===== config.mk =====
export PLATFORM = sky130hd
export DESIGN_NAME = flash_status_code_logic_flat
export DESIGN_NICKNAME = d
export VERILOG_FILES = /design/src/flash_status_pkg.sv /design/src/flash_status_if.sv /design/src/flash_status_code_logic.sv /design/src/flat_wrapper.sv
export SDC_FILE = /design/constraint.sdc
export NUM_CORES = 1
export LEC_CHECK = 0
export BUFFER_PORTS_ARGS = -buffer_cell sky130_fd_sc_hd__buf_2
export CORE_MARGIN = 4
export CORE_UTILIZATION = 50
export DETAILED_ROUTE_END_ITERATION = 16
export GPL_TIMING_DRIVEN = 0
export PLACE_DENSITY = 0.74
export SETUP_SLACK_MARGIN = 0.15
export SLEW_MARGIN = 20
export SYNTH_ARGS = -nofsm -noshare
export SYNTH_HDL_FRONTEND = slang
export SYNTH_SLANG_ARGS = --single-unit
export TNS_END_PERCENT = 1

===== constraint.sdc =====
create_clock -name aclk -period 1.9 [get_ports aclk]
set_input_delay 0.285 -clock aclk [delete_from_list [all_inputs] [get_ports aclk]]
set_output_delay 0.285 -clock aclk [all_outputs]
set_load 0.005 [all_outputs]

===== src/flash_status_pkg.sv =====
// Shared constants for the flash status reporting block and its controller.
// Assumes a single 50 MHz clock and synchronous active-low reset everywhere.
package flash_status_pkg;
    // ----------------------
    // Status word layout
    // ----------------------
    localparam int STATUS_WIDTH = 9;
    localparam int DEV_BIT = 0;           // device_or_bank_flag
    localparam int BANK_LO_BIT = 1;       // bank_select_low_flag
    localparam int BANK_HI_BIT = 2;       // bank_select_high_flag
    localparam int PROT_BIT = 3;          // protection_violation_flag
    localparam int PROG_BIT = 4;          // program_fault_flag
    localparam int ERASE_BIT = 5;         // erase_fault_flag
    localparam int READY_BIT = 7;         // ready_flag
    localparam int INIT_BIT = 8;          // supply_init_fault_flag
    localparam logic [8:0] STATUS_RESET = 9'h080;
    // ----------------------
    // Operation codes (erase and unprotect ones carry the low bit)
    // ----------------------
    typedef enum logic [3:0] {
        OP_BANK_PROGRAM = 4'h0,
        OP_BANK_ERASE = 4'h1,
        OP_BLOCK_PROTECT = 4'h2,
        OP_BLOCK_UNPROTECT = 4'h3,
        OP_DEVICE_PROTECT = 4'h4,
        OP_DEVICE_UNPROTECT = 4'h5,
        OP_NV_PROGRAM = 4'h6,
        OP_NV_ERASE = 4'h7,
        OP_CLEAR_STATUS = 4'h8,
        OP_INIT = 4'h9,
        OP_INVALID = 4'hF
    } op_type;
    // ----------------------
    // Controller register map (AXI4-Lite byte offsets)
    // ----------------------
    localparam logic [7:0] REG_COMMAND = 8'h00;
    localparam logic [7:0] REG_CTRL_STATUS = 8'h04;
    localparam logic [7:0] REG_FLASH_STATUS = 8'h08;
    localparam logic [1:0] RESP_OKAY = 2'h0;
    localparam logic [1:0] RESP_SLVERR = 2'h2;
    // ----------------------
    // Timing
    // ----------------------
    localparam int CLK_PERIOD_NS = 20;
    localparam int OP_TIME_NS = 200;      // default internal operation time
    localparam int OP_CYCLES = (OP_TIME_NS + CLK_PERIOD_NS - 1) / CLK_PERIOD_NS;
endpackage


===== src/flash_status_if.sv =====
// Link between the flash status logic and its host controller.
// Assumes both ends share aclk; the reset/protect pin resets the device.
`timescale 1ns/1ps
interface flash_status_if;
    // Command strobe with its payload
    logic cmd_valid;
    flash_status_pkg::op_type cmd_op;
    logic [1:0] cmd_bank;
    logic cmd_violation;                  // Protection would block this op
    logic cmd_fail;                       // Inject verify failure
    // Device pins
    logic reset_protect_pin_n;
    logic high_voltage_override_level;
    // Device answers
    logic [8:0] status;
    logic array_read_mode;
    logic device_protect;
    modport device (
        input cmd_valid, cmd_op, cmd_bank, cmd_violation, cmd_fail,
        input reset_protect_pin_n, high_voltage_override_level,
        output status, array_read_mode, device_protect
    );
    modport host (
        output cmd_valid, cmd_op, cmd_bank, cmd_violation, cmd_fail,
        output reset_protect_pin_n, high_voltage_override_level,
        input status, array_read_mode, device_protect
    );
endinterface


===== src/flash_status_code_logic.sv =====
// Internal write sequencer status of the flash device.
// Assumes commands arrive as single-cycle strobes from the host end.
`timescale 1ns/1ps
// Summary of operation
// - Bank op busy: bank bits, device bit zero
// - Block protect/unprotect busy reports code one
// - Device protect 3, nonvolatile 5, init 7
// - Bank program failure sets program bit
// - Device-level protect failures set program bit
// - Bank erase failure sets erase bit
// - Device-level unprotect failures set erase bit
// - Ready codes 080h, 090h, 098h
// - Ready erase failure 0A0h or 0A8h
// - Invalid sequence sets both fault bits
// - Top bit flags missing initialisation
// - Fault bits 3 to 5 sticky until clear status; init fault bit held until reset
// - Host may repeat sequences without reset
// - Host may check only ready
// - Bank returns to array read afterwards
// - Host may raise override before final step
// - Device protect bit can be reset
// - Further write accepted after device protect
// - Bank bits zero while ready
// - Device bit zero while ready
module flash_status_code_logic #(
    parameter int OP_LEN = flash_status_pkg::OP_CYCLES
) (
    // Clock and reset
    input wire logic aclk,
    input wire logic aresetn,
    // Link to host
    flash_status_if.device link
);
    import flash_status_pkg::*;
    // Refuse a busy time that the 16-bit counter cannot hold
    if (OP_LEN < 1 || OP_LEN > 65535) begin : g_bad_len
        $error("OP_LEN must lie between 1 and 65535");
    end
    // ----------------------
    // State
    // ----------------------
    typedef enum logic [1:0] {
        ST_INIT = 2'b00,
        ST_READY = 2'b01,
        ST_BUSY = 2'b10
    } state_type;
    state_type state;                     // Sequencer state
    op_type cur_op;                       // Operation in flight
    logic [1:0] cur_bank;                 // Bank under sequencer control
    logic cur_fail;                       // Running op will fail
    logic [15:0] count;                   // Remaining busy cycles
    logic prog_fault;                     // Sticky program fault
    logic erase_fault;                    // Sticky erase fault
    logic prot_fault;                     // Sticky protection violation
    logic init_fault;                     // Powered without initialisation
    logic dev_prot;                       // Device protect bit
    logic rst_n;                          // Combined reset
    logic [8:0] next_status;              // Status word being built
    logic is_dev;                         // Current op is device level
    logic fail_prog;                      // Failure maps to program fault
    assign rst_n = aresetn & link.reset_protect_pin_n;
    // Device-level operations
    function automatic logic dev_level(input op_type op);
        return (op != OP_BANK_PROGRAM) && (op != OP_BANK_ERASE);
    endfunction
    // Failure class: program/protect versus erase/unprotect
    function automatic logic prog_class(input op_type op);
        return (op == OP_BANK_PROGRAM) || (op == OP_BLOCK_PROTECT)
            || (op == OP_DEVICE_PROTECT) || (op == OP_NV_PROGRAM);
    endfunction
    // Busy low-bit code for device-level ops
    function automatic logic [2:0] dev_code(input op_type op);
        case (op)
            OP_BLOCK_PROTECT, OP_BLOCK_UNPROTECT: return 3'h1;
            OP_DEVICE_PROTECT, OP_DEVICE_UNPROTECT: return 3'h3;
            OP_NV_PROGRAM, OP_NV_ERASE: return 3'h5;
            default: return 3'h7;
        endcase
    endfunction
    assign is_dev = dev_level(cur_op);
    assign fail_prog = prog_class(cur_op);
    // ----------------------
    // Sequencer
    // ----------------------
    // Accepts commands only when ready; repeats need no reset
    always_ff @(posedge aclk) begin
        if (!rst_n) begin
            state <= ST_INIT;
            cur_op <= OP_INIT;
            cur_bank <= 2'h0;
            cur_fail <= 1'b0;
            count <= 16'(OP_LEN);
        end else begin
            case (state)
                // Initialisation cycle after reset
                ST_INIT: begin
                    if (count <= 16'h0001) begin
                        state <= ST_READY;
                    end else begin
                        count <= count - 16'h0001;
                    end
                end
                // Take a new operation
                ST_READY: begin
                    if (link.cmd_valid && link.cmd_op != OP_CLEAR_STATUS
                        && link.cmd_op != OP_INVALID && link.cmd_op != OP_INIT
                        && !link.cmd_violation) begin
                        state <= ST_BUSY;
                        cur_op <= link.cmd_op;
                        cur_bank <= link.cmd_bank;
                        cur_fail <= link.cmd_fail;
                        count <= 16'(OP_LEN);
                    end
                end
                // Run out the operation, then back to ready
                ST_BUSY: begin
                    if (count <= 16'h0001) begin
                        state <= ST_READY;
                    end else begin
                        count <= count - 16'h0001;
                    end
                end
                default: state <= ST_INIT;
            endcase
        end
    end
    // ----------------------
    // Sticky faults
    // ----------------------
    // Set wins over clear status in the same cycle
    always_ff @(posedge aclk) begin
        if (!rst_n) begin
            prog_fault <= 1'b0;
            erase_fault <= 1'b0;
            prot_fault <= 1'b0;
        end else begin
            // Clear status only taken while ready
            if (link.cmd_valid && link.cmd_op == OP_CLEAR_STATUS
                && state == ST_READY) begin
                prog_fault <= 1'b0;
                erase_fault <= 1'b0;
                prot_fault <= 1'b0;
            end
            // Verify failure shows on the first busy cycle
            if (state == ST_BUSY && cur_fail && count == 16'(OP_LEN)) begin
                if (fail_prog) begin
                    prog_fault <= 1'b1;
                end else begin
                    erase_fault <= 1'b1;
                end
            end
            // Invalid sequence or blocked operation
            if (link.cmd_valid && state == ST_READY) begin
                if (link.cmd_op == OP_INVALID) begin
                    prog_fault <= 1'b1;
                    erase_fault <= 1'b1;
                    prot_fault <= link.cmd_violation | prot_fault;
                end else if (link.cmd_violation && link.cmd_op != OP_CLEAR_STATUS) begin
                    prot_fault <= 1'b1;
                    if (prog_class(link.cmd_op)) begin
                        prog_fault <= 1'b1;
                    end else begin
                        erase_fault <= 1'b1;
                    end
                end
            end
        end
    end
    // ----------------------
    // Init fault and device protect bit
    // ----------------------
    // Init fault raised by an init command with fail set during the init cycle after any reset
    always_ff @(posedge aclk) begin
        if (!rst_n) begin
            init_fault <= 1'b0;
            dev_prot <= 1'b0;
        end else begin
            if (state == ST_INIT && link.cmd_valid && link.cmd_op == OP_INIT
                && link.cmd_fail) begin
                init_fault <= 1'b1;
            end
            if (state == ST_BUSY && count <= 16'h0001 && !cur_fail) begin
                if (cur_op == OP_DEVICE_PROTECT) begin
                    dev_prot <= 1'b1;
                end else if (cur_op == OP_DEVICE_UNPROTECT) begin
                    dev_prot <= 1'b0;
                end
            end
        end
    end
    // ----------------------
    // Status word
    // ----------------------
    always_comb begin
        next_status = 9'h000;
        next_status[PROG_BIT] = prog_fault;
        next_status[ERASE_BIT] = erase_fault;
        if (state == ST_READY) begin
            next_status[READY_BIT] = 1'b1;
            next_status[PROT_BIT] = prot_fault;
            // Bank and device bits stay zero
        end else if (state == ST_INIT) begin
            next_status[2:0] = dev_code(OP_INIT);
        end else if (is_dev) begin
            next_status[2:0] = dev_code(cur_op);
        end else begin
            next_status[BANK_HI_BIT:BANK_LO_BIT] = cur_bank;
        end
        next_status[INIT_BIT] = init_fault;
    end
    // Registered outputs
    always_ff @(posedge aclk) begin
        if (!rst_n) begin
            link.status <= STATUS_RESET;
            link.array_read_mode <= 1'b1;
            link.device_protect <= 1'b0;
        end else begin
            link.status <= next_status;
            link.array_read_mode <= (state != ST_BUSY);
            link.device_protect <= dev_prot;
        end
    end
endmodule


===== src/flat_wrapper.sv =====
// flat-port wrapper written by rule: the top's interface ports become plain ports
module flash_status_code_logic_flat import flash_status_pkg::*;
#(
    parameter int OP_LEN = flash_status_pkg::OP_CYCLES
)
  (aclk, aresetn, link_cmd_valid, link_cmd_op, link_cmd_bank, link_cmd_violation, link_cmd_fail, link_reset_protect_pin_n, link_high_voltage_override_level, link_status, link_array_read_mode, link_device_protect);
  flash_status_if link_i ();
  input wire logic aclk;
  input wire logic aresetn;
  input wire logic [$bits(link_i.cmd_valid)-1:0] link_cmd_valid;
  input wire logic [$bits(link_i.cmd_op)-1:0] link_cmd_op;
  input wire logic [$bits(link_i.cmd_bank)-1:0] link_cmd_bank;
  input wire logic [$bits(link_i.cmd_violation)-1:0] link_cmd_violation;
  input wire logic [$bits(link_i.cmd_fail)-1:0] link_cmd_fail;
  input wire logic [$bits(link_i.reset_protect_pin_n)-1:0] link_reset_protect_pin_n;
  input wire logic [$bits(link_i.high_voltage_override_level)-1:0] link_high_voltage_override_level;
  output wire logic [$bits(link_i.status)-1:0] link_status;
  output wire logic [$bits(link_i.array_read_mode)-1:0] link_array_read_mode;
  output wire logic [$bits(link_i.device_protect)-1:0] link_device_protect;
  assign link_i.cmd_valid = link_cmd_valid;
  assign link_i.cmd_op = link_cmd_op;
  assign link_i.cmd_bank = link_cmd_bank;
  assign link_i.cmd_violation = link_cmd_violation;
  assign link_i.cmd_fail = link_cmd_fail;
  assign link_i.reset_protect_pin_n = link_reset_protect_pin_n;
  assign link_i.high_voltage_override_level = link_high_voltage_override_level;
  assign link_status = link_i.status;
  assign link_array_read_mode = link_i.array_read_mode;
  assign link_device_protect = link_i.device_protect;
  flash_status_code_logic #(.OP_LEN(OP_LEN)) u_core (.aclk(aclk), .aresetn(aresetn), .link(link_i));
endmodule

==> reports/metrics.csv <==
stage,metric,value,unit
yosys,"EDFF count, synth",0,
drt,top layer in use,met4,
drt,via count,1535,
worst_setup_path,WP data required,2.15,ns
place,placed cell count,262,
run_status,failing checks,setup timing,
job,max cap viols,0,
cells_and_area,Finished Layout Cells,277,
timing,Final min period,1.960,ns
pwr,leak pwr,0.0009039,µW
yosys,Yosys warnings,0,
timing,setup ws final,-0.06004,ns
timing,# setup viols final,6,
yosys,post-synthesis net count,211,
drt,Routed WL,3.728,mm
floorplan,I/O pin total,24,
yosys,"area leader, netlist",dfxtp_1,
place,HPWL Detailed,2.599,mm
hold_path,Worst Hold Launch,link_cmd_bank[0],
cells_and_area,share of cells above drive strength 1,0.3030,
global_route,largest net degree at the start of global routing,14,
yosys,Synth Area per Inst,9.079,µm²
cells_and_area,post-route cell area,0.002175,mm²
timing,Fmax achieved,0.5102,GHz
drt,Routed wire per std cell,13.46,µm
yosys,register area share after synthesis,0.4523,
drt,met3 wire length,134,µm
drt,drt drc,0,
place,placed cell area,0.001934,mm²
timing,unrepaired setup endpoints after global routing,yes,
clock_tree,H-tree Lvls,2,
floorplan,Die H,67.51,µm
pwr,Design Power,1495,µW
clock_tree,clk_lat worst skew,0.34,ns
clock_tree,register clock-pin slew on the reported worst setup and hold paths,0.12,ns
worst_setup_path,CP Class,register to register,
global_route,initial antenna violation count,0,
hold_path,worst hold-check path type,primary input to register,
yosys,flop and latch count out of synthesis,40,
clock_tree,CTS root buffer,clkbuf_4,
pwr,pwr dens,687.4,mW/mm²
worst_setup_path,Worst setup SP type,register,
pwr,Max VDD drop,0.5224,mV
floorplan,die area,0.004557,mm²
clock_tree,CTS tree,yes,
yosys,synth unique cells,46,
cells_and_area,Area Overhead vs Synth,22.83,%
global_route,Overall Global Routing Usage,0.1861,
cells_and_area,Fillers,295,
worst_setup_path,nature of the critical path endpoint,register,
run_status,status,"finished, violations left",
place,global placer's final weighted congestion,0.8163,
clock_tree,CTS Buffer Depth,2,
global_route,first-pass GRT wire length,6.403,mm
timing,count of pins over their slew limit,0,
clock_tree,clock sink total,40,
place,Port Buffers,21,
yosys,"top cells by area, synth","dfxtp_1 (45%), nor2_1 (6.8%), mux2i_1 (4.0%), a21oi_1 (3.7%), xnor2_1 (3.5%)",
floorplan,Die Width,67.51,µm
worst_setup_path,arrival time worst endpoint,2.21,ns
timing,Final Hold Fails,0,
floorplan,core area,0.003390,mm²
cells_and_area,"commonest non-fill, non-tap cells in the layout","dfxtp_1 (32), nor2_1 (30), buf_2 (21), nand2_1 (14), a21oi_1 (11)",
floorplan,Rows,21,
cells_and_area,ant diodes,0,
drt,Metal-1 WL,1.842,mm
global_route,total gr overflow,0,
worst_setup_path,Critical Path Source,u_core.count[7],
drt,TritonRoute pass-1 iters,5,
timing,skew final,0.01357,ns
worst_setup_path,worst-path fanout max,6,
drt,DR WL met2,1.685,mm
floorplan,Starting Density,0.5223,
drt,Initial DRC Count,49,
drt,vias per cell,5.542,
global_route,number of global-route vias before repair,1336,
timing,final period utilization,1.032,
worst_setup_path,reg2reg start,u_core.count[7],
cells_and_area,most common library cell in the layout ignoring fill and taps,dfxtp_1,
cells_and_area,layout net count,246,
yosys,Post-Synthesis Cells,195,
yosys,Yosys top cell area share,0.4523,
yosys,ys async rst share,0,
clock_tree,total CTS buffers,5,
yosys,Mapped Area,0.001770,mm²
yosys,commonest register cell after synthesis,dfxtp_1,
drt,Antenna Nets Post-Route,0,
## kinds of logic (layout without fill, tap and decap cells)
| logic type | count (synthesis) | after routing | share of synthesized area |
|---|---|---|---|
| AO/OA/AOI/OAI | 31 | 31 | 0.1209 |
| other | 1 | 1 | 0.002118 |
| AND/OR/NAND/NOR | 92 | 92 | 0.2834 |
| adder cells (fa/ha/maj) | 3 | 3 | 0.02120 |
| flip-flops | 40 | 40 | 0.4523 |
| XOR/XNOR | 12 | 12 | 0.05936 |
| buffers and inverters | 9 | 45 | 0.02120 |
| multiplexers | 7 | 7 | 0.03958 |
## stage by stage
| stage | utilization | hold WS [ns] | TNS [ns] | worst slack, ns |
|---|---|---|---|---|
| global route | 0.6416 | 0.1657 | -1.051 | -0.1502 |
| floorplan | - | 0.4101 | -0.02358 | -0.02358 |
| detailed placement | 0.5707 | 0.4671 | -2.847 | -0.2433 |
| finish | 0.6416 | 0.1749 | -0.2601 | -0.06004 |
| CTS | 0.6264 | 0.1767 | -0.08554 | -0.04348 |
| global placement | 0.5707 | 0.4479 | -2.749 | -0.2378 |
## report_power, final
part	internal, µW	total, µW	switching, µW
Sequential	847	855	7.65
Combinational	36.6	88.5	51.9
Clock	274	552	277
Total	1160	1490	337
## final cells by class
cell class              count  area (µm²)  share of cell area
flip-flops and latches     40       813.3              0.3740
inverters                   4       15.01            0.006904
clock inverters             3       42.54             0.01956
well taps                  46       57.56             0.02647
repair buffers             28       161.4             0.07422
plain buffers               5       25.02             0.01151
clock buffers               5       37.54             0.01726
multi-input cells         146        1022              0.4701
## flip-flops by register name (all words and copies together), names as in the netlist
signal and count:
u_core.init_fault 1, u_core.cur_fail 1, u_core.prog_fault 1, u_core.count 16
u_core.link.device_protect 1, u_core.cur_op 4, u_core.state 2, u_core.cur_bank 2
u_core.erase_fault 1, u_core.prot_fault 1, u_core.dev_prot 1, u_core.link.array_read_mode 1
u_core.link.status 8
## Yosys cell counts, drive strengths merged (3+ instances only)
cell     n
and3     5
clkbuf   4
xnor2    7
ha       3
a21oi   13
inv      4
nor4     3
xor2     5
o211ai   3
nor3b    3
mux2i    7
nor4b    3
nor2    32
dfxtp   40
nor3     3
nand4    5
nand3    4
or3      3
nand2   15
or4      6
## critical path, cell delays in order (launching register included)
cell	delay (ns)
dfxtp_2	0.35
or4_4	0.56
nor2_2	0.34
a21oi_4	0.12
or3_1	0.32
a21o_1	0.17
## final timing paths
| check | to | slack [ns] | cells after the start |
|---|---|---|---|
| worst max-delay path | u_core.count[1] | -0.06 | 5 |
| worst min-delay path | u_core.cur_bank[0] | 0.17 | 3 |
| worst max register to register | u_core.count[1] | -0.06 | 5 |
| worst min register to register | u_core.init_fault | 0.49 | 2 |
## per-layer routing
metal  vias to the layer above  global-route usage
met2                        30              0.2625
met3                         6             0.04992
met5                         -                   0
li1                        770                   -
met4                         0             0.05316
met1                       729              0.2746
## what timing repair did
item,4_1_cts,5_1_grt
hold buffers,0,0
pin swaps,12,9
hold endpoints to repair,0,0
setup endpoints to repair,20,20
setup buffers,5,2
resized for setup,19,11
Note: power is estimated with default switching activity, not from simulation.
